$ cat src/shared/omg_params.svh
// Constants for the transport overhead and generic framing mapper.
`ifndef OMG_PARAMS_SVH
`define OMG_PARAMS_SVH

// ----------------------------------------------------------------------
// Register map and field positions
// ----------------------------------------------------------------------
`define OMG_ADDR_W 8
`define OMG_REG_PM 8'h00
`define OMG_REG_APS 8'h04
`define OMG_REG_PSI 8'h08
`define OMG_REG_TRIB 8'h0C
`define OMG_REG_GFP 8'h10
`define OMG_REG_STAT 8'h14
`define OMG_PM_BEI 3:0
`define OMG_PM_STAT 6:4
`define OMG_APS_REQ 31:28
`define OMG_APS_TYPE 27:24
`define OMG_PSI_CODE 7:0
`define OMG_PSI_TEST 9:8
`define OMG_PSI_MUX 11:10
`define OMG_TRIB_MASK 7:0
`define OMG_TRIB_COPY 8
`define OMG_GFP_PTI 2:0
`define OMG_GFP_PFI 3
`define OMG_GFP_EXI 7:4
`define OMG_GFP_UPI 15:8
`define OMG_GFP_CSF 16
`define OMG_GFP_THR 23:20

// ----------------------------------------------------------------------
// Reset values
// ----------------------------------------------------------------------
`define OMG_RST_PM 32'h0000_0010
`define OMG_RST_APS 32'h0000_0000
`define OMG_RST_PSI 32'h0000_0005
`define OMG_RST_TRIB 32'h0000_0001
`define OMG_RST_GFP 32'h0010_0100

// ----------------------------------------------------------------------
// Codes
// ----------------------------------------------------------------------
`define OMG_BEI_MAX 4'h8
`define OMG_BEI_ZERO 4'h0
`define OMG_STAT_NORMAL 3'h1
`define OMG_STAT_LCK 3'h5
`define OMG_STAT_OCI 3'h6
`define OMG_STAT_AIS 3'h7
`define OMG_REQ_NR 4'h0
`define OMG_REQ_DNR 4'h1
`define OMG_REQ_RR 4'h2
`define OMG_REQ_EXER 4'h4
`define OMG_REQ_WTR 4'h6
`define OMG_REQ_MS 4'h8
`define OMG_REQ_SD 4'hA
`define OMG_REQ_SF 4'hC
`define OMG_REQ_FS 4'hE
`define OMG_REQ_LO 4'hF
`define OMG_PSI_NA0 8'h55
`define OMG_PSI_NA1 8'h66
`define OMG_PSI_NA2 8'hFF
`define OMG_PSI_NULL 8'hFD
`define OMG_PSI_PRBS 8'hFE
`define OMG_PSI_AMP 8'h20
`define OMG_PSI_GMP 8'h21
`define OMG_TEST_NULL 2'h1
`define OMG_TEST_PRBS 2'h2
`define OMG_MUX_AMP 2'h1
`define OMG_MUX_GMP 2'h2
`define OMG_PTI_MGMT 3'h4
`define OMG_LINK_ERR_10B 10'h2AA
`define OMG_RESP_OKAY 2'h0
`define OMG_RESP_SLVERR 2'h2
`define OMG_PRBS_SEED 9'h1FF

// ----------------------------------------------------------------------
// Timing
// ----------------------------------------------------------------------
`define OMG_CLK_HZ 125000000
`define OMG_CSF_PERIOD_MS 500
`define OMG_CSF_PERIOD_CYC (`OMG_CSF_PERIOD_MS * (`OMG_CLK_HZ / 1000))

`endif

$ cat src/shared/omg_pkg.sv
// State types for the transport overhead and generic framing mapper.
package omg_pkg;

  // Core header delineation phases.
  typedef enum logic [0:0] {omg_hunt, omg_sync} omg_phase_type;

  typedef struct packed {
    omg_phase_type phase;
    logic [4:0] run;
  } omg_delin_state_type;

  typedef struct packed {
    logic [8:0] lfsr;
    logic [7:0] data;
  } omg_prbs_state_type;

  typedef struct packed {
    logic aw_got;
    logic w_got;
    logic [7:0] awaddr;
    logic [31:0] wdata;
    logic [3:0] wstrb;
    logic bvalid;
    logic [1:0] bresp;
    logic rvalid;
    logic [31:0] rdata;
    logic [1:0] rresp;
    logic [31:0] pm;
    logic [31:0] aps;
    logic [31:0] psi;
    logic [31:0] trib;
    logic [31:0] gfp;
    logic [31:0] csf_cnt;
    logic [7:0] pm_byte;
    logic [31:0] aps_out;
    logic [7:0] psi_out;
    logic [63:0] trib_out;
    logic [9:0] gfpt_out;
    logic gfpt_idle;
    logic csf_pulse;
    logic [15:0] gfpf_hdr;
  } omg_map_state_type;

endpackage : omg_pkg

$ cat src/hdl/omg_delin.sv
// Core header hunt and sync delineation on the receive side.
`timescale 1ns/10ps
`include "omg_params.svh"

module omg_delin
(
  // Clock and reset
  input wire logic clk,
  input wire logic rst,
  // Core header check results, one strobe per header
  input wire logic hdr_strobe,
  input wire logic hdr_ok,
  input wire logic [3:0] header_sync_threshold,
  // Delineation state
  output logic in_sync
);

  omg_pkg::omg_delin_state_type s;
  omg_pkg::omg_delin_state_type next_s;
  logic [4:0] thr;

  // A threshold of zero behaves as one, since sync needs at least one good header.
  assign thr = (header_sync_threshold == 4'h0) ? 5'h01 : {1'b0, header_sync_threshold};

  // Hunt counts an unbroken run of good headers; one bad header in sync drops back.
  always_comb
  begin
    next_s = s;
    case (s.phase)
      omg_pkg::omg_hunt:
      begin
        if (hdr_strobe && hdr_ok)
        begin
          if (s.run + 5'h01 >= thr)
          begin
            next_s.phase = omg_pkg::omg_sync;
            next_s.run = 5'h00;
          end
          else
          begin
            next_s.run = s.run + 5'h01;
          end
        end
        else if (hdr_strobe)
        begin
          next_s.run = 5'h00;
        end
      end
      omg_pkg::omg_sync:
      begin
        if (hdr_strobe && !hdr_ok)
        begin
          next_s.phase = omg_pkg::omg_hunt;
          next_s.run = 5'h00;
        end
      end
      default:
      begin
        next_s.phase = omg_pkg::omg_hunt;
        next_s.run = 5'h00;
      end
    endcase
  end

  // State register.
  always_ff @(posedge clk or posedge rst)
  begin
    if (rst)
    begin
      s.phase <= omg_pkg::omg_hunt;
      s.run <= 5'h00;
    end
    else
    begin
      s <= next_s;
    end
  end

  assign in_sync = (s.phase == omg_pkg::omg_sync);
endmodule : omg_delin

$ cat src/hdl/omg_mapper.sv
// Transmit overhead, tributary filling and generic framing mapper with register slave.
`timescale 1ns/10ps
`include "omg_params.svh"

// Summary of operation
// Status byte bit 5 follows sink signal fail.
// Bits 6-8 carry only legal maintenance codes.
// Four protection bytes, request then type nibble.
// Request nibble limited to defined codes only.
// Payload identifier byte carries the payload type.
// Test payloads labelled null or pseudo-random.
// Multiplexed payload labelled asynchronous-only or generic.
// Unavailable payload codes never sent; 0x80 proprietary.
// Target tributary slots carry the measured unit.
// Copy mode repeats target in other slots.
// Unused mode fills other slots pseudo-randomly.
// Block substitution sends link error code.
// Frame substitution sends idle plus periodic fail.
// Payload type 100 makes management frames.
// Check flag adds or drops frame check.
// Four-bit extension identifier, zero means null.
// Eight-bit user payload identifier is sent.
// Sync only after threshold good headers.
// Error counts above eight are sent zero.
// Any bad header in hunt clears run.
module omg_mapper
#(
  parameter int unsigned CSF_PERIOD_CYC = `OMG_CSF_PERIOD_CYC
)
(
  // Clock and reset
  input wire logic clk,
  input wire logic rst,
  // Register bus write address and data
  input wire logic [7:0] s_axi_awaddr,
  input wire logic s_axi_awvalid,
  output logic s_axi_awready,
  input wire logic [31:0] s_axi_wdata,
  input wire logic [3:0] s_axi_wstrb,
  input wire logic s_axi_wvalid,
  output logic s_axi_wready,
  // Register bus write response
  output logic [1:0] s_axi_bresp,
  output logic s_axi_bvalid,
  input wire logic s_axi_bready,
  // Register bus read
  input wire logic [7:0] s_axi_araddr,
  input wire logic s_axi_arvalid,
  output logic s_axi_arready,
  output logic [31:0] s_axi_rdata,
  output logic [1:0] s_axi_rresp,
  output logic s_axi_rvalid,
  input wire logic s_axi_rready,
  // Path and client status
  input wire logic sink_signal_fail,
  input wire logic client_fail,
  // Tributary source
  input wire logic trib_byte_en,
  input wire logic [7:0] trib_target_byte,
  // Transparent framing client stream
  input wire logic [9:0] client_10b,
  // Receive core header checks
  input wire logic hdr_strobe,
  input wire logic hdr_ok,
  // Overhead outputs
  output logic [7:0] pm_byte,
  output logic [31:0] aps_bytes,
  output logic [7:0] psi_byte,
  // Tributary slot outputs, slot n in bits 8n+7 down to 8n
  output logic [63:0] trib_slot_data,
  // Transparent framing outputs
  output logic [9:0] gfpt_data,
  output logic gfpt_idle,
  output logic gfpt_csf_pulse,
  // Frame-mapped framing outputs
  output logic [15:0] gfpf_header,
  output logic gfpf_mgmt_frame,
  output logic gfpf_fcs_en,
  // Receive delineation state
  output logic hdr_in_sync
);

  omg_pkg::omg_map_state_type s;
  omg_pkg::omg_map_state_type next_s;
  logic [7:0] prbs_byte;
  logic [63:0] slot_mux;
  logic frame_mode;

  // ----------------------------------------------------------------------
  // Helper functions
  // ----------------------------------------------------------------------

  // Byte-lane merge of a write into the old register value.
  function automatic logic [31:0] omg_merge(input logic [31:0] old, input logic [31:0] wd,
                                            input logic [3:0] strb);
    logic [31:0] r;
    r = old;
    for (int b = 0; b < 4; b++)
    begin
      if (strb[b])
      begin
        r[b*8 +: 8] = wd[b*8 +: 8];
      end
    end
    return r;
  endfunction : omg_merge

  // Legal maintenance codes; the rest are reserved.
  function automatic logic omg_stat_ok(input logic [2:0] c);
    return (c == `OMG_STAT_NORMAL) || (c == `OMG_STAT_LCK) ||
           (c == `OMG_STAT_OCI) || (c == `OMG_STAT_AIS);
  endfunction : omg_stat_ok

  // Defined protection requests; the rest are reserved.
  function automatic logic omg_req_ok(input logic [3:0] c);
    logic ok;
    case (c)
      `OMG_REQ_NR, `OMG_REQ_DNR, `OMG_REQ_RR, `OMG_REQ_EXER, `OMG_REQ_WTR,
      `OMG_REQ_MS, `OMG_REQ_SD, `OMG_REQ_SF, `OMG_REQ_FS, `OMG_REQ_LO: ok = 1'b1;
      default: ok = 1'b0;
    endcase
    return ok;
  endfunction : omg_req_ok

  // Codes that must never be sent as a payload type.
  function automatic logic omg_psi_bad(input logic [7:0] c);
    return (c == `OMG_PSI_NA0) || (c == `OMG_PSI_NA1) || (c == `OMG_PSI_NA2);
  endfunction : omg_psi_bad

  // ----------------------------------------------------------------------
  // Tributary filling and helpers
  // ----------------------------------------------------------------------
  omg_prbs u_prbs
  (
    .clk(clk),
    .rst(rst),
    .step(trib_byte_en),
    .data(prbs_byte)
  );

  omg_delin u_delin
  (
    .clk(clk),
    .rst(rst),
    .hdr_strobe(hdr_strobe),
    .hdr_ok(hdr_ok),
    .header_sync_threshold(s.gfp[`OMG_GFP_THR]),
    .in_sync(hdr_in_sync)
  );

  // Each slot takes the target when selected, else the copy or the pseudo-random filler.
  genvar i;
  generate
    for (i = 0; i < 8; i++)
    begin : g_slot
      assign slot_mux[i*8 +: 8] = s.trib[i] ? trib_target_byte :
                                  s.trib[`OMG_TRIB_COPY] ? trib_target_byte :
                                  prbs_byte;
    end
  endgenerate

  assign frame_mode = s.gfp[`OMG_GFP_CSF];

  // ----------------------------------------------------------------------
  // Next-state logic
  // ----------------------------------------------------------------------

  // Bus handshake, register writes and all registered outputs except hdr_in_sync.
  always_comb
  begin
    logic [31:0] wd;
    logic [7:0] code;
    wd = 32'h0000_0000;
    code = 8'h00;
    next_s = s;
    next_s.csf_pulse = 1'b0;

    // Address and data are taken in either order; the response follows both.
    if (s_axi_awvalid && s_axi_awready)
    begin
      next_s.aw_got = 1'b1;
      next_s.awaddr = s_axi_awaddr;
    end
    if (s_axi_wvalid && s_axi_wready)
    begin
      next_s.w_got = 1'b1;
      next_s.wdata = s_axi_wdata;
      next_s.wstrb = s_axi_wstrb;
    end
    if (s.bvalid && s_axi_bready)
    begin
      next_s.bvalid = 1'b0;
    end
    if (s.aw_got && s.w_got)
    begin
      next_s.aw_got = 1'b0;
      next_s.w_got = 1'b0;
      next_s.bvalid = 1'b1;
      next_s.bresp = `OMG_RESP_OKAY;
      case (s.awaddr)
        `OMG_REG_PM:
        begin
          wd = omg_merge(s.pm, s.wdata, s.wstrb);
          if (!omg_stat_ok(wd[`OMG_PM_STAT]))
          begin
            wd[`OMG_PM_STAT] = s.pm[`OMG_PM_STAT];
          end
          next_s.pm = wd;
        end
        `OMG_REG_APS:
        begin
          wd = omg_merge(s.aps, s.wdata, s.wstrb);
          if (!omg_req_ok(wd[`OMG_APS_REQ]))
          begin
            wd[`OMG_APS_REQ] = s.aps[`OMG_APS_REQ];
          end
          next_s.aps = wd;
        end
        `OMG_REG_PSI:
        begin
          wd = omg_merge(s.psi, s.wdata, s.wstrb);
          if (omg_psi_bad(wd[`OMG_PSI_CODE]))
          begin
            wd[`OMG_PSI_CODE] = s.psi[`OMG_PSI_CODE];
          end
          next_s.psi = wd;
        end
        `OMG_REG_TRIB: next_s.trib = omg_merge(s.trib, s.wdata, s.wstrb);
        `OMG_REG_GFP: next_s.gfp = omg_merge(s.gfp, s.wdata, s.wstrb);
        `OMG_REG_STAT: next_s.bresp = `OMG_RESP_OKAY;
        default: next_s.bresp = `OMG_RESP_SLVERR;
      endcase
    end

    // Reads answer one cycle after the address is taken.
    if (s.rvalid && s_axi_rready)
    begin
      next_s.rvalid = 1'b0;
    end
    if (s_axi_arvalid && s_axi_arready)
    begin
      next_s.rvalid = 1'b1;
      next_s.rresp = `OMG_RESP_OKAY;
      case (s_axi_araddr)
        `OMG_REG_PM: next_s.rdata = s.pm;
        `OMG_REG_APS: next_s.rdata = s.aps;
        `OMG_REG_PSI: next_s.rdata = s.psi;
        `OMG_REG_TRIB: next_s.rdata = s.trib;
        `OMG_REG_GFP: next_s.rdata = s.gfp;
        `OMG_REG_STAT: next_s.rdata = {14'h0000, client_fail, hdr_in_sync, s.psi_out, s.pm_byte};
        default:
        begin
          next_s.rdata = 32'h0000_0000;
          next_s.rresp = `OMG_RESP_SLVERR;
        end
      endcase
    end

    // Path status byte: error count, defect flag, maintenance code.
    next_s.pm_byte[7:4] = (s.pm[`OMG_PM_BEI] > `OMG_BEI_MAX) ? `OMG_BEI_ZERO :
                          s.pm[`OMG_PM_BEI];
    next_s.pm_byte[3] = sink_signal_fail;
    next_s.pm_byte[2:0] = s.pm[`OMG_PM_STAT];
    next_s.aps_out = s.aps;

    // Test and multiplex labels override the configured payload type.
    code = s.psi[`OMG_PSI_CODE];
    if (s.psi[`OMG_PSI_TEST] == `OMG_TEST_NULL)
    begin
      code = `OMG_PSI_NULL;
    end
    else if (s.psi[`OMG_PSI_TEST] == `OMG_TEST_PRBS)
    begin
      code = `OMG_PSI_PRBS;
    end
    else if (s.psi[`OMG_PSI_MUX] == `OMG_MUX_AMP)
    begin
      code = `OMG_PSI_AMP;
    end
    else if (s.psi[`OMG_PSI_MUX] == `OMG_MUX_GMP)
    begin
      code = `OMG_PSI_GMP;
    end
    next_s.psi_out = code;

    if (trib_byte_en)
    begin
      next_s.trib_out = slot_mux;
    end

    // Transparent path; the fail frame is sent on entry and then once per period.
    next_s.gfpt_idle = 1'b0;
    next_s.gfpt_out = client_10b;
    if (client_fail && frame_mode)
    begin
      next_s.gfpt_idle = 1'b1;
      next_s.gfpt_out = 10'h000;
      if (s.csf_cnt == 32'h0000_0000)
      begin
        next_s.csf_pulse = 1'b1;
        next_s.csf_cnt = 32'(CSF_PERIOD_CYC - 1);
      end
      else
      begin
        next_s.csf_cnt = s.csf_cnt - 32'h0000_0001;
      end
    end
    else
    begin
      next_s.csf_cnt = 32'h0000_0000;
      if (client_fail)
      begin
        next_s.gfpt_out = `OMG_LINK_ERR_10B;
      end
    end

    // Frame-mapped header: type, check flag, extension, user identifier.
    next_s.gfpf_hdr = {s.gfp[`OMG_GFP_PTI], s.gfp[`OMG_GFP_PFI], s.gfp[`OMG_GFP_EXI],
                       s.gfp[`OMG_GFP_UPI]};
  end

  // ----------------------------------------------------------------------
  // State register
  // ----------------------------------------------------------------------

  // Everything resets to constants; the output bytes start from register defaults.
  always_ff @(posedge clk or posedge rst)
  begin
    if (rst)
    begin
      s <= '0;
      s.pm <= `OMG_RST_PM;
      s.aps <= `OMG_RST_APS;
      s.psi <= `OMG_RST_PSI;
      s.trib <= `OMG_RST_TRIB;
      s.gfp <= `OMG_RST_GFP;
      s.pm_byte <= {`OMG_BEI_ZERO, 1'b0, `OMG_STAT_NORMAL};
      s.psi_out <= 8'(`OMG_RST_PSI);
    end
    else
    begin
      s <= next_s;
    end
  end

  // ----------------------------------------------------------------------
  // Outputs
  // ----------------------------------------------------------------------

  // Ready is withheld while a response is pending, so only one write is open.
  assign s_axi_awready = !s.aw_got && !s.bvalid;
  assign s_axi_wready = !s.w_got && !s.bvalid;
  assign s_axi_bvalid = s.bvalid;
  assign s_axi_bresp = s.bresp;
  assign s_axi_arready = !s.rvalid;
  assign s_axi_rvalid = s.rvalid;
  assign s_axi_rdata = s.rdata;
  assign s_axi_rresp = s.rresp;
  assign pm_byte = s.pm_byte;
  assign aps_bytes = s.aps_out;
  assign psi_byte = s.psi_out;
  assign trib_slot_data = s.trib_out;
  assign gfpt_data = s.gfpt_out;
  assign gfpt_idle = s.gfpt_idle;
  assign gfpt_csf_pulse = s.csf_pulse;
  assign gfpf_header = s.gfpf_hdr;
  assign gfpf_mgmt_frame = (s.gfpf_hdr[15:13] == `OMG_PTI_MGMT);
  assign gfpf_fcs_en = s.gfpf_hdr[12];
endmodule : omg_mapper

$ cat src/hdl/omg_prbs.sv
// Byte-wide pseudo-random filler generator for unused tributaries.
`timescale 1ns/10ps
`include "omg_params.svh"

module omg_prbs
(
  // Clock and reset
  input wire logic clk,
  input wire logic rst,
  // Step control and output
  input wire logic step,
  output logic [7:0] data
);

  omg_pkg::omg_prbs_state_type s;
  omg_pkg::omg_prbs_state_type next_s;

  // Eight shifts of a nine-stage sequence per step, so each step gives a fresh byte shared by all filler slots.
  always_comb
  begin
    logic [8:0] l;
    logic fb;
    l = s.lfsr;
    fb = 1'b0;
    next_s = s;
    if (step)
    begin
      for (int k = 0; k < 8; k++)
      begin
        fb = l[8] ^ l[4];
        l = {l[7:0], fb};
        next_s.data[k] = fb;
      end
      next_s.lfsr = l;
    end
  end

  // State register.
  always_ff @(posedge clk or posedge rst)
  begin
    if (rst)
    begin
      s.lfsr <= `OMG_PRBS_SEED;
      s.data <= 8'h00;
    end
    else
    begin
      s <= next_s;
    end
  end

  assign data = s.data;
endmodule : omg_prbs

$ cat config.mk
export PLATFORM = sky130hd
export DESIGN_NAME = omg_mapper
export DESIGN_NICKNAME = d
export VERILOG_FILES = /design/src/shared/omg_pkg.sv /design/src/hdl/omg_delin.sv /design/src/hdl/omg_mapper.sv /design/src/hdl/omg_prbs.sv
export VERILOG_INCLUDE_DIRS = /design/src /design/src/shared
export SDC_FILE = /design/constraint.sdc
export NUM_CORES = 1
export LEC_CHECK = 0
export BUFFER_PORTS_ARGS = -buffer_cell sky130_fd_sc_hd__buf_2
export CORE_MARGIN = 2
export CORE_UTILIZATION = 58
export DETAILED_ROUTE_END_ITERATION = 6
export GPL_ROUTABILITY_DRIVEN = 1
export PLACE_DENSITY = 0.81
export SETUP_SLACK_MARGIN = 0.02
export SYNTH_ARGS = -nofsm -noshare
export SYNTH_HDL_FRONTEND = slang
export SYNTH_HIERARCHICAL = 1
export SYNTH_SLANG_ARGS = --single-unit
$ cat constraint.sdc
create_clock -name clk -period 15.6 [get_ports clk]
set_input_delay 1.56 -clock clk [delete_from_list [all_inputs] [get_ports clk]]
set_output_delay 1.56 -clock clk [all_outputs]
set_load 0.1 [all_outputs]
==> flow_summary.json, run 1 <==
{
  "worst_pin_slew_ns": 1.144,
  "overflow": 0,
  "dpl.hpwl_mm": 30.41,
  "hp-class": "reg2reg",
  "powerDensity_nw_per_um2": 193.6,
  "root_buffer": "clkbuf_16",
  "nets": 1785,
  "finalNonFillerCells": 2180,
  "p_leak_nw": 11.05,
  "place.gp.congestion": 0.8218,
  "crit_fanout": 19,
  "arrival_ns": 4.14,
  "dieArea_um2": 35720,
  "status": "finished, final reports clean",
  "clk_latency_ns": 0.55,
  "final.period_utilization_pct": 23.93,
  "die_y_um": 189,
  "grt_pass1_wl_mm": 70.70,
  "cts.path.max_buffers": 3,
  "slew_viol_final": 0,
  "fin_util_pct": 64.25,
  "synth.avg_cell_area_um2": 12.06,
  "postCtsHoldBufs": 0,
  "track_usage_pct": 25.41,
  "synth_top_area_cell": "dfrtp_1",
  "ys_ff_latch": 437,
  "netlist_area_um2": 19850,
  "area_delta_synth_final_pct": 8.812,
  "synthFlopType": "dfrtp_1",
  "finalSetupTns_ns": 0,
  "hold_viol": 0,
  "portBuffers": 263,
  "path_class": "reg2reg",
  "end_kind": "flop",
  "fin_skew_ns": 0.008573,
  "placedCellCount": 2097,
  "drv_cap": 0,
  "initial_core_util_pct": 59.05,
  "cts_tree": "yes",
  "cts_buffers": 45,
  "slew_headroom_pct": 23.47,
  "drt_first_pass_iters": 6,
  "dpl_cell_area_um2": 20130,
  "drc": 0,
  "yosysSeqAreaShare_pct": 55.20,
  "synth_edf_count": 0,
  "setup_viol": 0,
  "vias_per_cell": 5.700,
  "synthCells": 1646,
  "cts.sinks": 437,
  "path_clk_slew_ns": 0.06,
  "synthArstFlopShare_pct": 100.0,
  "synth.top_cell.area_share_pct": 52.82,
  "cts_resized": 0,
  "netlist_top_cells_count": "dfrtp_1 (419), mux2_2 (207), buf_4 (182)",
  "whs_ns": 0.3982,
  "fmax_ghz": 0.2678,
  "antenna_found_initial": 3,
  "ys_warn_count": 6,
  "ys_top_cells_by_area": "dfrtp_1 (53%), mux2_2 (12%), buf_4 (6.9%)",
  "ios": 266,
  "rows": 67,
  "final_cell_area_um2": 21600,
  "vias": 12430,
  "synth_cell_types": 58,
  "wl_per_cell_um": 20.70,
  "drt_iter0_markers": 963,
  "ant_nets": 0,
  "totalWireLength_mm": 45.12,
  "core-area_um2": 33620,
  "period_minus_slack_ns": 3.733,
  "crit_path_start_kind": "flop",
  "grt_max_degree": 198,
  "required_ns": 16.00,
  "drive_gt1_share_pct": 35.30,
  "cts_htree_levels": 2,
  "grt_pass1_vias": 12460,
  "rsz0062_at_grt": "false",
  "reg2reg_slack_ns": 11.87,
  "cts_setup_buffers": 0,
  "irDropWorstVdd_mv": 0.2098,
  "die_x_um": 189,
  "yosysMostFrequentCell": "dfrtp_1"
}
-- logic make-up (layout without fill, tap and decap cells) --
family	after synthesis	count (layout)	synth area share (%)
multiplexers	312	312	18.55
AND/OR/NAND/NOR	321	321	7.677
buffers and inverters	300	381	9.165
flip-flops	437	437	55.20
AO/OA/AOI/OAI	232	232	7.142
adder cells (fa/ha/maj)	8	8	0.4916
XOR/XNOR	35	35	1.752
other	1	6	0.01889
-- sequential cells by signal, indices dropped and copies added, names as in the netlist --
register,flops
u_prbs/s,9
gfpf_header,16
aps_bytes,32
gfpt_csf_pulse,1
frame_mode,1
pm_byte,8
u_prbs/data,8
s_axi_bresp,1
gfpt_idle,1
psi_byte,8
trib_slot_data,64
s_axi_rdata,32
gfpt_data,10
s,186
u_delin/in_sync,1
u_delin/s,5
next_s,51
s_axi_rvalid,1
s_axi_rresp,1
s_axi_bvalid,1
-- stage by stage --
step | worst slack (ns) | power (mW)
2_1_floorplan | 2.534 | 2.977
3_3_place_gp | 11.56 | 3.087
3_5_place_dp | 11.44 | 3.130
4_1_cts | 11.94 | 4.196
5_1_grt | 11.54 | 4.355
6_report | 11.87 | 4.182
-- layout make-up --
type	instances	area, µm²
antenna	4	10.01
clock buffer	69	1379
clock inverter	10	81.33
fill	2497	12020
inverter	31	123.9
multi-input combinational	910	7093
sequential	437	10960
tap	448	560.5
timing repair buffer	271	1394
-- path summary, 6_finish.rpt --
path	endpoint	cells after the start	from
min	aps_bytes[27]$_DFF_PP0_	0	next_s[127]$_DFFE_PP0P_
max reg2reg	s[157]$_DFF_PP0_	5	s[149]$_DFF_PP0_
max	s[157]$_DFF_PP0_	5	s[149]$_DFF_PP0_
max in group asynchronous	trib_slot_data[50]$_DFFE_PP0P_	3	rst
min in group asynchronous	u_delin/in_sync$_DFF_PP0_	2	rst
min reg2reg	aps_bytes[27]$_DFF_PP0_	0	next_s[127]$_DFFE_PP0P_
-- metal layers --
layer | share of wire [%] | GRT usage [%] | vias to the layer above
li1 | - | - | 5679
met1 | 42 | 34.09 | 6275
met2 | 50 | 42.81 | 403
met3 | 6.5 | 4.949 | 67
met4 | 1.8 | 6.430 | 2
met5 | 0.029 | 0 | -
-- worst max-delay path: stages, from the launching register on --
cell and delay [ns]:
dfrtp_1 0.42, or4_1 0.63, nor4_2 0.86, nand3_1 0.88, nand2_1 0.68, nor2_1 0.12
-- placed cells by master, fill, tap and decap left out, types with 12 or more instances in the layout --
cell       synthesis  final
dfstp_2           18     18
nand2_1           97     96
xor2_1            14     14
inv_1             31     30
mux4_2            24     24
clkbuf_8           0     12
clkbuf_16          0     47
a21oi_1          108    108
xnor2_1           18     18
mux2i_1           81     81
a22oi_1           16     16
nand3_1           19     19
nor2_1           122    122
dfrtp_1          419    419
buf_2              8    261
o21ai_0           58     58
mux2_2           207    207
-- power by group --
part	internal (mW)	switching, mW
Combinational	0.381	1.09
Sequential	1.38	0.282
Clock	0.623	0.433
Power figures use the tool's default switching activity.
==> run 2: changes to the inputs <==
--- a/config.mk
+++ b/config.mk
@@ -6,12 +6,13 @@
 export SDC_FILE = /design/constraint.sdc
 export NUM_CORES = 1
 export LEC_CHECK = 0
+export ABC_AREA = 1
 export BUFFER_PORTS_ARGS = -buffer_cell sky130_fd_sc_hd__buf_2
 export CORE_MARGIN = 2
-export CORE_UTILIZATION = 58
+export CORE_UTILIZATION = 53
 export DETAILED_ROUTE_END_ITERATION = 6
 export GPL_ROUTABILITY_DRIVEN = 1
-export PLACE_DENSITY = 0.81
+export PLACE_DENSITY = 0.78
 export SETUP_SLACK_MARGIN = 0.02
 export SYNTH_ARGS = -nofsm -noshare
 export SYNTH_HDL_FRONTEND = slang
==> constraint.sdc (replaced) <==
create_clock -name clk -period 3.15 [get_ports clk]
set_input_delay 0.315 -clock clk [delete_from_list [all_inputs] [get_ports clk]]
set_output_delay 0.315 -clock clk [all_outputs]
set_load 0.1 [all_outputs]
==> run 2 against run 1 <==
First-iteration DRC count rose by 46%. Routed wire length rose by 22%. Combinational power rose to 5.2 times the previous value. Via count rose by 35%. Die area rose by 15%.
==> flow_summary.json, run 2 <==
{
  "path_class": "reg2reg",
  "ys_ff_latch": 437,
  "slew_viol_final": 0,
  "final.period_utilization_pct": 68.90,
  "crit_fanout": 27,
  "netlist_area_um2": 20980,
  "antenna_found_initial": 0,
  "finalPower_mw": 20.95,
  "yosysMostFrequentCell": "nand2_1",
  "p_leak_nw": 12.14,
  "synth_cell_types": 48,
  "drt_first_pass_iters": 5,
  "die_y_um": 203.0,
  "place.gp.congestion": 0.9559,
  "finalNonFillerCells": 3045,
  "totalWireLength_mm": 54.84,
  "core-area_um2": 38830,
  "postCtsHoldBufs": 43,
  "drc": 0,
  "yosys.area_share.adder_pct": 0.4174,
  "worst_pin_slew_ns": 0.8641,
  "synth_edf_count": 0,
  "synth-compound-area-share_pct": 12.05,
  "ios": 266,
  "reg2reg_slack_ns": 0.98,
  "yosysSeqAreaShare_pct": 52.22,
  "cp_slowest_cell": "nand4_2",
  "synth.avg_cell_area_um2": 8.721,
  "min_to": "s[376]$_DFFE_PP0P_",
  "r2r_end": "next_s[118]$_DFFE_PP0P_",
  "worstRegToRegCells": 7,
  "synthFlopType": "dfrtp_1",
  "rows": 72,
  "vias_per_cell": 5.508,
  "synth_top_family_by_area": "simple AND/OR/NAND/NOR gates",
  "die_x_um": 203.0,
  "dpl.hpwl_mm": 36.99,
  "overflow": 0,
  "pre_cts_ws_ns": 1.043,
  "cts_buffers": 46,
  "placedCellCount": 2917,
  "grt_pass1_wl_mm": 87.51,
  "regMostFlops": "s",
  "grt_max_degree": 90,
  "initial_core_util_pct": 54.04,
  "cts_tree": "yes",
  "final_common_cell": "nand2_1",
  "synth_xor_area_share_pct": 0.5844,
  "rr_startpoint": "s[410]$_DFFE_PP0P_",
  "cts_setup_buffers": 0,
  "cts_htree_levels": 2,
  "cp_cell_sequence": "inv_1 > nand3_2 > inv_2 > nand4_2 > nor2_2 > nand2_1 > nand2_1",
  "hold_viol": 0,
  "ys_warn_count": 6,
  "hp-class": "in2reg",
  "crit_top_cell": "nand2_1",
  "dpl_cell_area_um2": 21330,
  "portBuffers": 263,
  "cts.sinks": 437,
  "hp-start": "s_axi_wdata[2]",
  "fin_util_pct": 60.28,
  "fmax_ghz": 0.4608,
  "rsz0062_at_grt": "false",
  "crit_start": "s[410]$_DFFE_PP0P_",
  "synthArstFlopShare_pct": 100.0,
  "dieArea_um2": 41200,
  "arrival_ns": 2.67,
  "cts.path.max_buffers": 3,
  "end_kind": "flop",
  "fin_skew_ns": 0.01784,
  "ys_top_cells_by_area": "dfrtp_1 (50%), nand2_1 (11%), buf_4 (6.7%)",
  "crit_path_start_kind": "flop",
  "required_ns": 3.65,
  "nets": 2579,
  "final_cell_area_um2": 23410,
  "synth_top_area_cell": "dfrtp_1",
  "period_minus_slack_ns": 2.170,
  "slew_headroom_pct": 40.74,
  "track_usage_pct": 26.81,
  "worstHoldPathCells": 3,
  "muxShareOfSynthArea_pct": 0.6440,
  "finalSetupTns_ns": 0,
  "area_delta_synth_final_pct": 11.55,
  "mostFrequentLayoutCells": "nand2_1 (589), dfrtp_1 (419), buf_2 (262)",
  "grt_pass1_vias": 16330,
  "drive_gt1_share_pct": 19.59,
  "synthCells": 2406,
  "status": "finished, final reports clean",
  "path_clk_slew_ns": 0.06,
  "wl_per_cell_um": 18.01,
  "diodes": 0,
  "ant_nets": 0,
  "synth-simple-area-share_pct": 22.27,
  "vias": 16770,
  "layout_setup_ws_ns": 0.9797,
  "largest_reg_flops": 186,
  "irDropWorstVdd_mv": 0.6692,
  "drv_cap": 0,
  "cts_resized": 0,
  "powerDensity_nw_per_um2": 895.1,
  "netlist_top_cells_count": "nand2_1 (590), dfrtp_1 (419), nor2_1 (218)",
  "clk_latency_ns": 0.58,
  "setup_viol": 0,
  "root_buffer": "clkbuf_16",
  "synth.top_cell.area_share_pct": 49.97,
  "whs_ns": 0.02120,
  "drt_iter0_markers": 1406,
  "crit_path_max_incr_delay_ns": 0.55
}
==> run 2: cell types whose count changed after synthesis, moves of 47 or more <==
| cell | previous run | this run |
|---|---|---|
| o211ai_1 | 3 | 64 |
| mux2i_1 | 81 | 9 |
| mux2_2 | 207 | 4 |
| o21a_1 | 3 | 70 |
| nand3_1 | 19 | 205 |
| nor2_1 | 122 | 218 |
| o21ai_1 | 0 | 57 |
| nand2_1 | 97 | 590 |
| o21ai_0 | 58 | 105 |
| inv_1 | 31 | 131 |
==> run 2: worst max-delay path by stage <==
stage,endpoint,depth (start not counted)
after global routing,next_s[120]$_DFFE_PP0P_,7
after CTS,next_s[118]$_DFFE_PP0P_,7
after floorplan,aps_bytes[0]$_DFF_PP0_,1
final,next_s[118]$_DFFE_PP0P_,7
after detailed placement,next_s[123]$_DFFE_PP0P_,7
after global placement,next_s[117]$_DFFE_PP0P_,7
==> run 2: cell type report <==
cell class | count | area (µm²)
clock buffers | 68 | 1448
repair buffers | 329 | 2009
multi-input cells | 1526 | 7582
fillers | 3279 | 15420
inverters | 150 | 566.8
flip-flops and latches | 437 | 10960
clock inverters | 17 | 193.9
well taps | 518 | 648.1
==> run 2: where the power goes <==
| group | switching (mW) | total, mW | internal [mW] | leakage [nW] |
|---|---|---|---|---|
| registers | 0.890 | 7.58 | 6.69 | 5.65 |
| clock network | 2.26 | 5.76 | 3.51 | 0.816 |
| logic | 6.13 | 7.61 | 1.48 | 5.68 |
| total | 9.28 | 21.0 | 11.7 | 12.1 |
==> run 2: logic make-up (layout without fill, tap and decap cells) <==
family | after synthesis | in the layout
simple gates | 1082 | 1082
other cells | 1 | 2
buf+inv | 444 | 564
xor+xnor | 14 | 14
compound gates | 408 | 408
flops | 437 | 437
fa+ha+maj | 7 | 7
mux | 13 | 13
==> run 2: metal layers <==
metal	part of all wire, %	wire [µm]	GRT usage (%)	vias to the layer above
met1	41	22580	35.60	8156
met4	4.0	2180	11.37	0
li1	-	-	-	7820
met2	48	26140	43.59	655
met5	0	0	0	-
met3	7.2	3929	4.719	140
==> run 2: worst max-delay path: cells and delay by family, from the launching register on <==
kind | cells | cell delay, ns
simple gates | 5 | 1.43
flops | 1 | 0.36
buf+inv | 2 | 0.29
==> run 3: changes to the inputs <==
--- a/config.mk
+++ b/config.mk
@@ -6,13 +6,13 @@
 export SDC_FILE = /design/constraint.sdc
 export NUM_CORES = 1
 export LEC_CHECK = 0
-export ABC_AREA = 1
+export ABC_AREA = 0
 export BUFFER_PORTS_ARGS = -buffer_cell sky130_fd_sc_hd__buf_2
 export CORE_MARGIN = 2
-export CORE_UTILIZATION = 53
+export CORE_UTILIZATION = 58
 export DETAILED_ROUTE_END_ITERATION = 6
 export GPL_ROUTABILITY_DRIVEN = 1
-export PLACE_DENSITY = 0.78
+export PLACE_DENSITY = 0.81
 export SETUP_SLACK_MARGIN = 0.02
 export SYNTH_ARGS = -nofsm -noshare
 export SYNTH_HDL_FRONTEND = slang
==> constraint.sdc (replaced) <==
create_clock -name clk -period 2.08 [get_ports clk]
set_input_delay 0.208 -clock clk [delete_from_list [all_inputs] [get_ports clk]]
set_output_delay 0.208 -clock clk [all_outputs]
set_load 0.1 [all_outputs]
==> run 3 against run 2 <==
The run now ends with setup timing left. Largest power group unchanged. Routed wire length is 6.9% lower. Die area is 13% lower. Global-route usage is 1.1 points higher. Core utilization is 12 points higher. Via count decreased by 19%. Non-clock buffer count up 107. Combinational power increased by 72%. Sequential cell count did not move. Hold slack better by 0.012 ns. Clock-buffer cell count is 3 lower. Register-to-register slack lost 1.3 ns.
==> flow_summary.json, run 3 (synthesis results as in run 1) <==
{
  "cts.path.max_buffers": 3,
  "dpl_cell_area_um2": 21040,
  "p_sw_mw": 14.61,
  "p_leak_nw": 12.24,
  "dieArea_um2": 35720,
  "setup_viol": 141,
  "violations": "setup timing",
  "drc": 0,
  "fmax_ghz": 0.4243,
  "mostFrequentLayoutCells": "dfrtp_1 (419), buf_2 (261), mux2_2 (194)",
  "layout_setup_ws_ns": -0.2769,
  "track_usage_pct": 27.87,
  "cts_buffers": 45,
  "place.gp.congestion": 0.8487,
  "grt_pass1_wl_mm": 77.88,
  "p_sw_share_pct": 43.04,
  "antenna_found_initial": 0,
  "clkPwrFrac_pct": 25.1,
  "wl_per_cell_um": 21.76,
  "crit_path_start_kind": "flop",
  "path_clk_slew_ns": 0.06,
  "vias_per_cell": 5.813,
  "drt_iter0_markers": 1166,
  "cts_tree": "yes",
  "drive_gt1_share_pct": 41.97,
  "p_int_mw": 19.33,
  "nets": 1951,
  "portBuffers": 263,
  "status": "finished, violations left",
  "drv_cap": 0,
  "core-area_um2": 33620,
  "slew_viol_final": 0,
  "dpl.hpwl_mm": 31.88,
  "final_cell_area_um2": 24130,
  "ios": 266,
  "slew_headroom_pct": 38.39,
  "worstRegToRegCells": 6,
  "hp-class": "in2reg",
  "cts.sinks": 437,
  "overflow": 0,
  "p_seq_share_pct": 36.3,
  "multi_input_area_um2": 7739,
  "largest_reg_flops": 186,
  "finalPower_mw": 33.93,
  "worst_pin_slew_ns": 0.9217,
  "regArea_um2": 10960,
  "rows": 67,
  "regMostFlops": "s",
  "vias": 13640,
  "end_kind": "flop",
  "die_y_um": 189,
  "area_delta_synth_final_pct": 21.58,
  "hold_viol": 0,
  "grt_pass1_vias": 14020,
  "period_minus_slack_ns": 2.357,
  "initial_core_util_pct": 59.05,
  "p_comb_share_pct": 38.6,
  "fin_skew_ns": 0.01280,
  "root_buffer": "clkbuf_16",
  "crit_fanout": 8,
  "die_x_um": 189,
  "fillerInstances": 2147,
  "worstHoldPathCells": 2,
  "irDropWorstVdd_mv": 1.493,
  "diodes": 0,
  "powerDensity_nw_per_um2": 1406,
  "ant_nets": 0,
  "final.period_utilization_pct": 113.3,
  "arrival_ns": 2.79,
  "required_ns": 2.51,
  "grt_max_degree": 112,
  "rsz0062_at_grt": "true",
  "path_class": "reg2reg",
  "clk_latency_ns": 0.56,
  "drt_first_pass_iters": 5,
  "cts_htree_levels": 2,
  "final_common_cell": "dfrtp_1",
  "totalWireLength_mm": 51.06
}
## run 3: cell types whose count changed in the layout (fill, tap and decap cells not counted), moves of 23 or more
cell and change:
o21a_1 -67, buf_4 +53, o211ai_1 -61, o21ai_0 -51, nor2_1 -102, nand2_1 -509
mux2_2 +190, nand3_1 -193, inv_1 -100, o21ai_1 -54, mux2i_1 +72, a21oi_1 +23
o21ai_2 -29, mux4_2 +24
## run 3: cell type report
class	instances	share of cell area [%]
Tap cell	448	2.323
Inverter	31	0.4977
Sequential cell	437	45.41
Multi-Input combinational cell	911	32.07
Timing Repair Buffer	436	13.13
Clock inverter	19	0.9643
Clock buffer	65	5.610
## run 3: what timing repair did
action	4_1_cts	5_1_grt
gates resized for setup	57	80
endpoints found under the hold margin	129	0
pin swaps	11	22
gates cloned	2	5
buffers inserted	13	8
hold buffers	60	0
endpoints found under the setup margin	183	184
## run 3: worst max-delay path: stages, from the launching register on
cell,delay (ns)
dfrtp_1,0.41
or3_1,0.42
a222oi_1,0.42
a21oi_1,0.16
o311ai_4,0.36
buf_12,0.18
mux2_4,0.30
## run 3: final timing paths
check	from	endpoint	slack, ns
worst max-delay path	s[239]$_DFFE_PP0P_	s[242]$_DFFE_PP0P_	-0.28
worst min-delay path	client_fail	gfpt_data[4]$_DFF_PP0_	0.03
worst max register to register	s[239]$_DFFE_PP0P_	s[242]$_DFFE_PP0P_	-0.28
worst min register to register	next_s[10]$_DFFE_PP0P_	gfpf_header[10]$_DFF_PP0_	0.40
max in group asynchronous	rst	aps_bytes[30]$_DFF_PP0_	0.96
min in group asynchronous	rst	u_delin/s[4]$_DFFE_PP0P_	0.23
## run 3: metal layers
layer	track usage, %	up-vias	part of all wire (%)
met2	46.10	585	49
met5	0	-	0
li1	-	6024	-
met3	4.690	149	6.3
met1	36.97	6885	40
met4	11.09	0	4.1
## run 3: power by group through the flow
| stage | registers [mW] | logic, mW | clock network, mW |
|---|---|---|---|
| after global placement | 12.1 | 11.7 | 0 |
| after floorplan | 11.6 | 10.9 | 0 |
| after CTS | 12.2 | 12.3 | 8.64 |
| after detailed placement | 12.2 | 11.9 | 0 |
| after global routing | 12.5 | 13.7 | 9.01 |
| final | 12.3 | 13.1 | 8.53 |
## run 3: metrics by stage
stage,util (%),setup TNS (ns),instances,hold WS [ns],worst slack (ns)
floorplan,-,-1558.21,1647,-0.001041,-3.702
global placement,62.58,-10.25,2177,0.2397,-0.2063
detailed placement,62.58,-11.80,2177,0.2440,-0.2387
CTS,70.13,-14.67,2335,0.01416,-0.1651
global route,71.79,-14.89,2347,0.03001,-0.2961
finish,71.79,-9.092,2347,0.03335,-0.2769
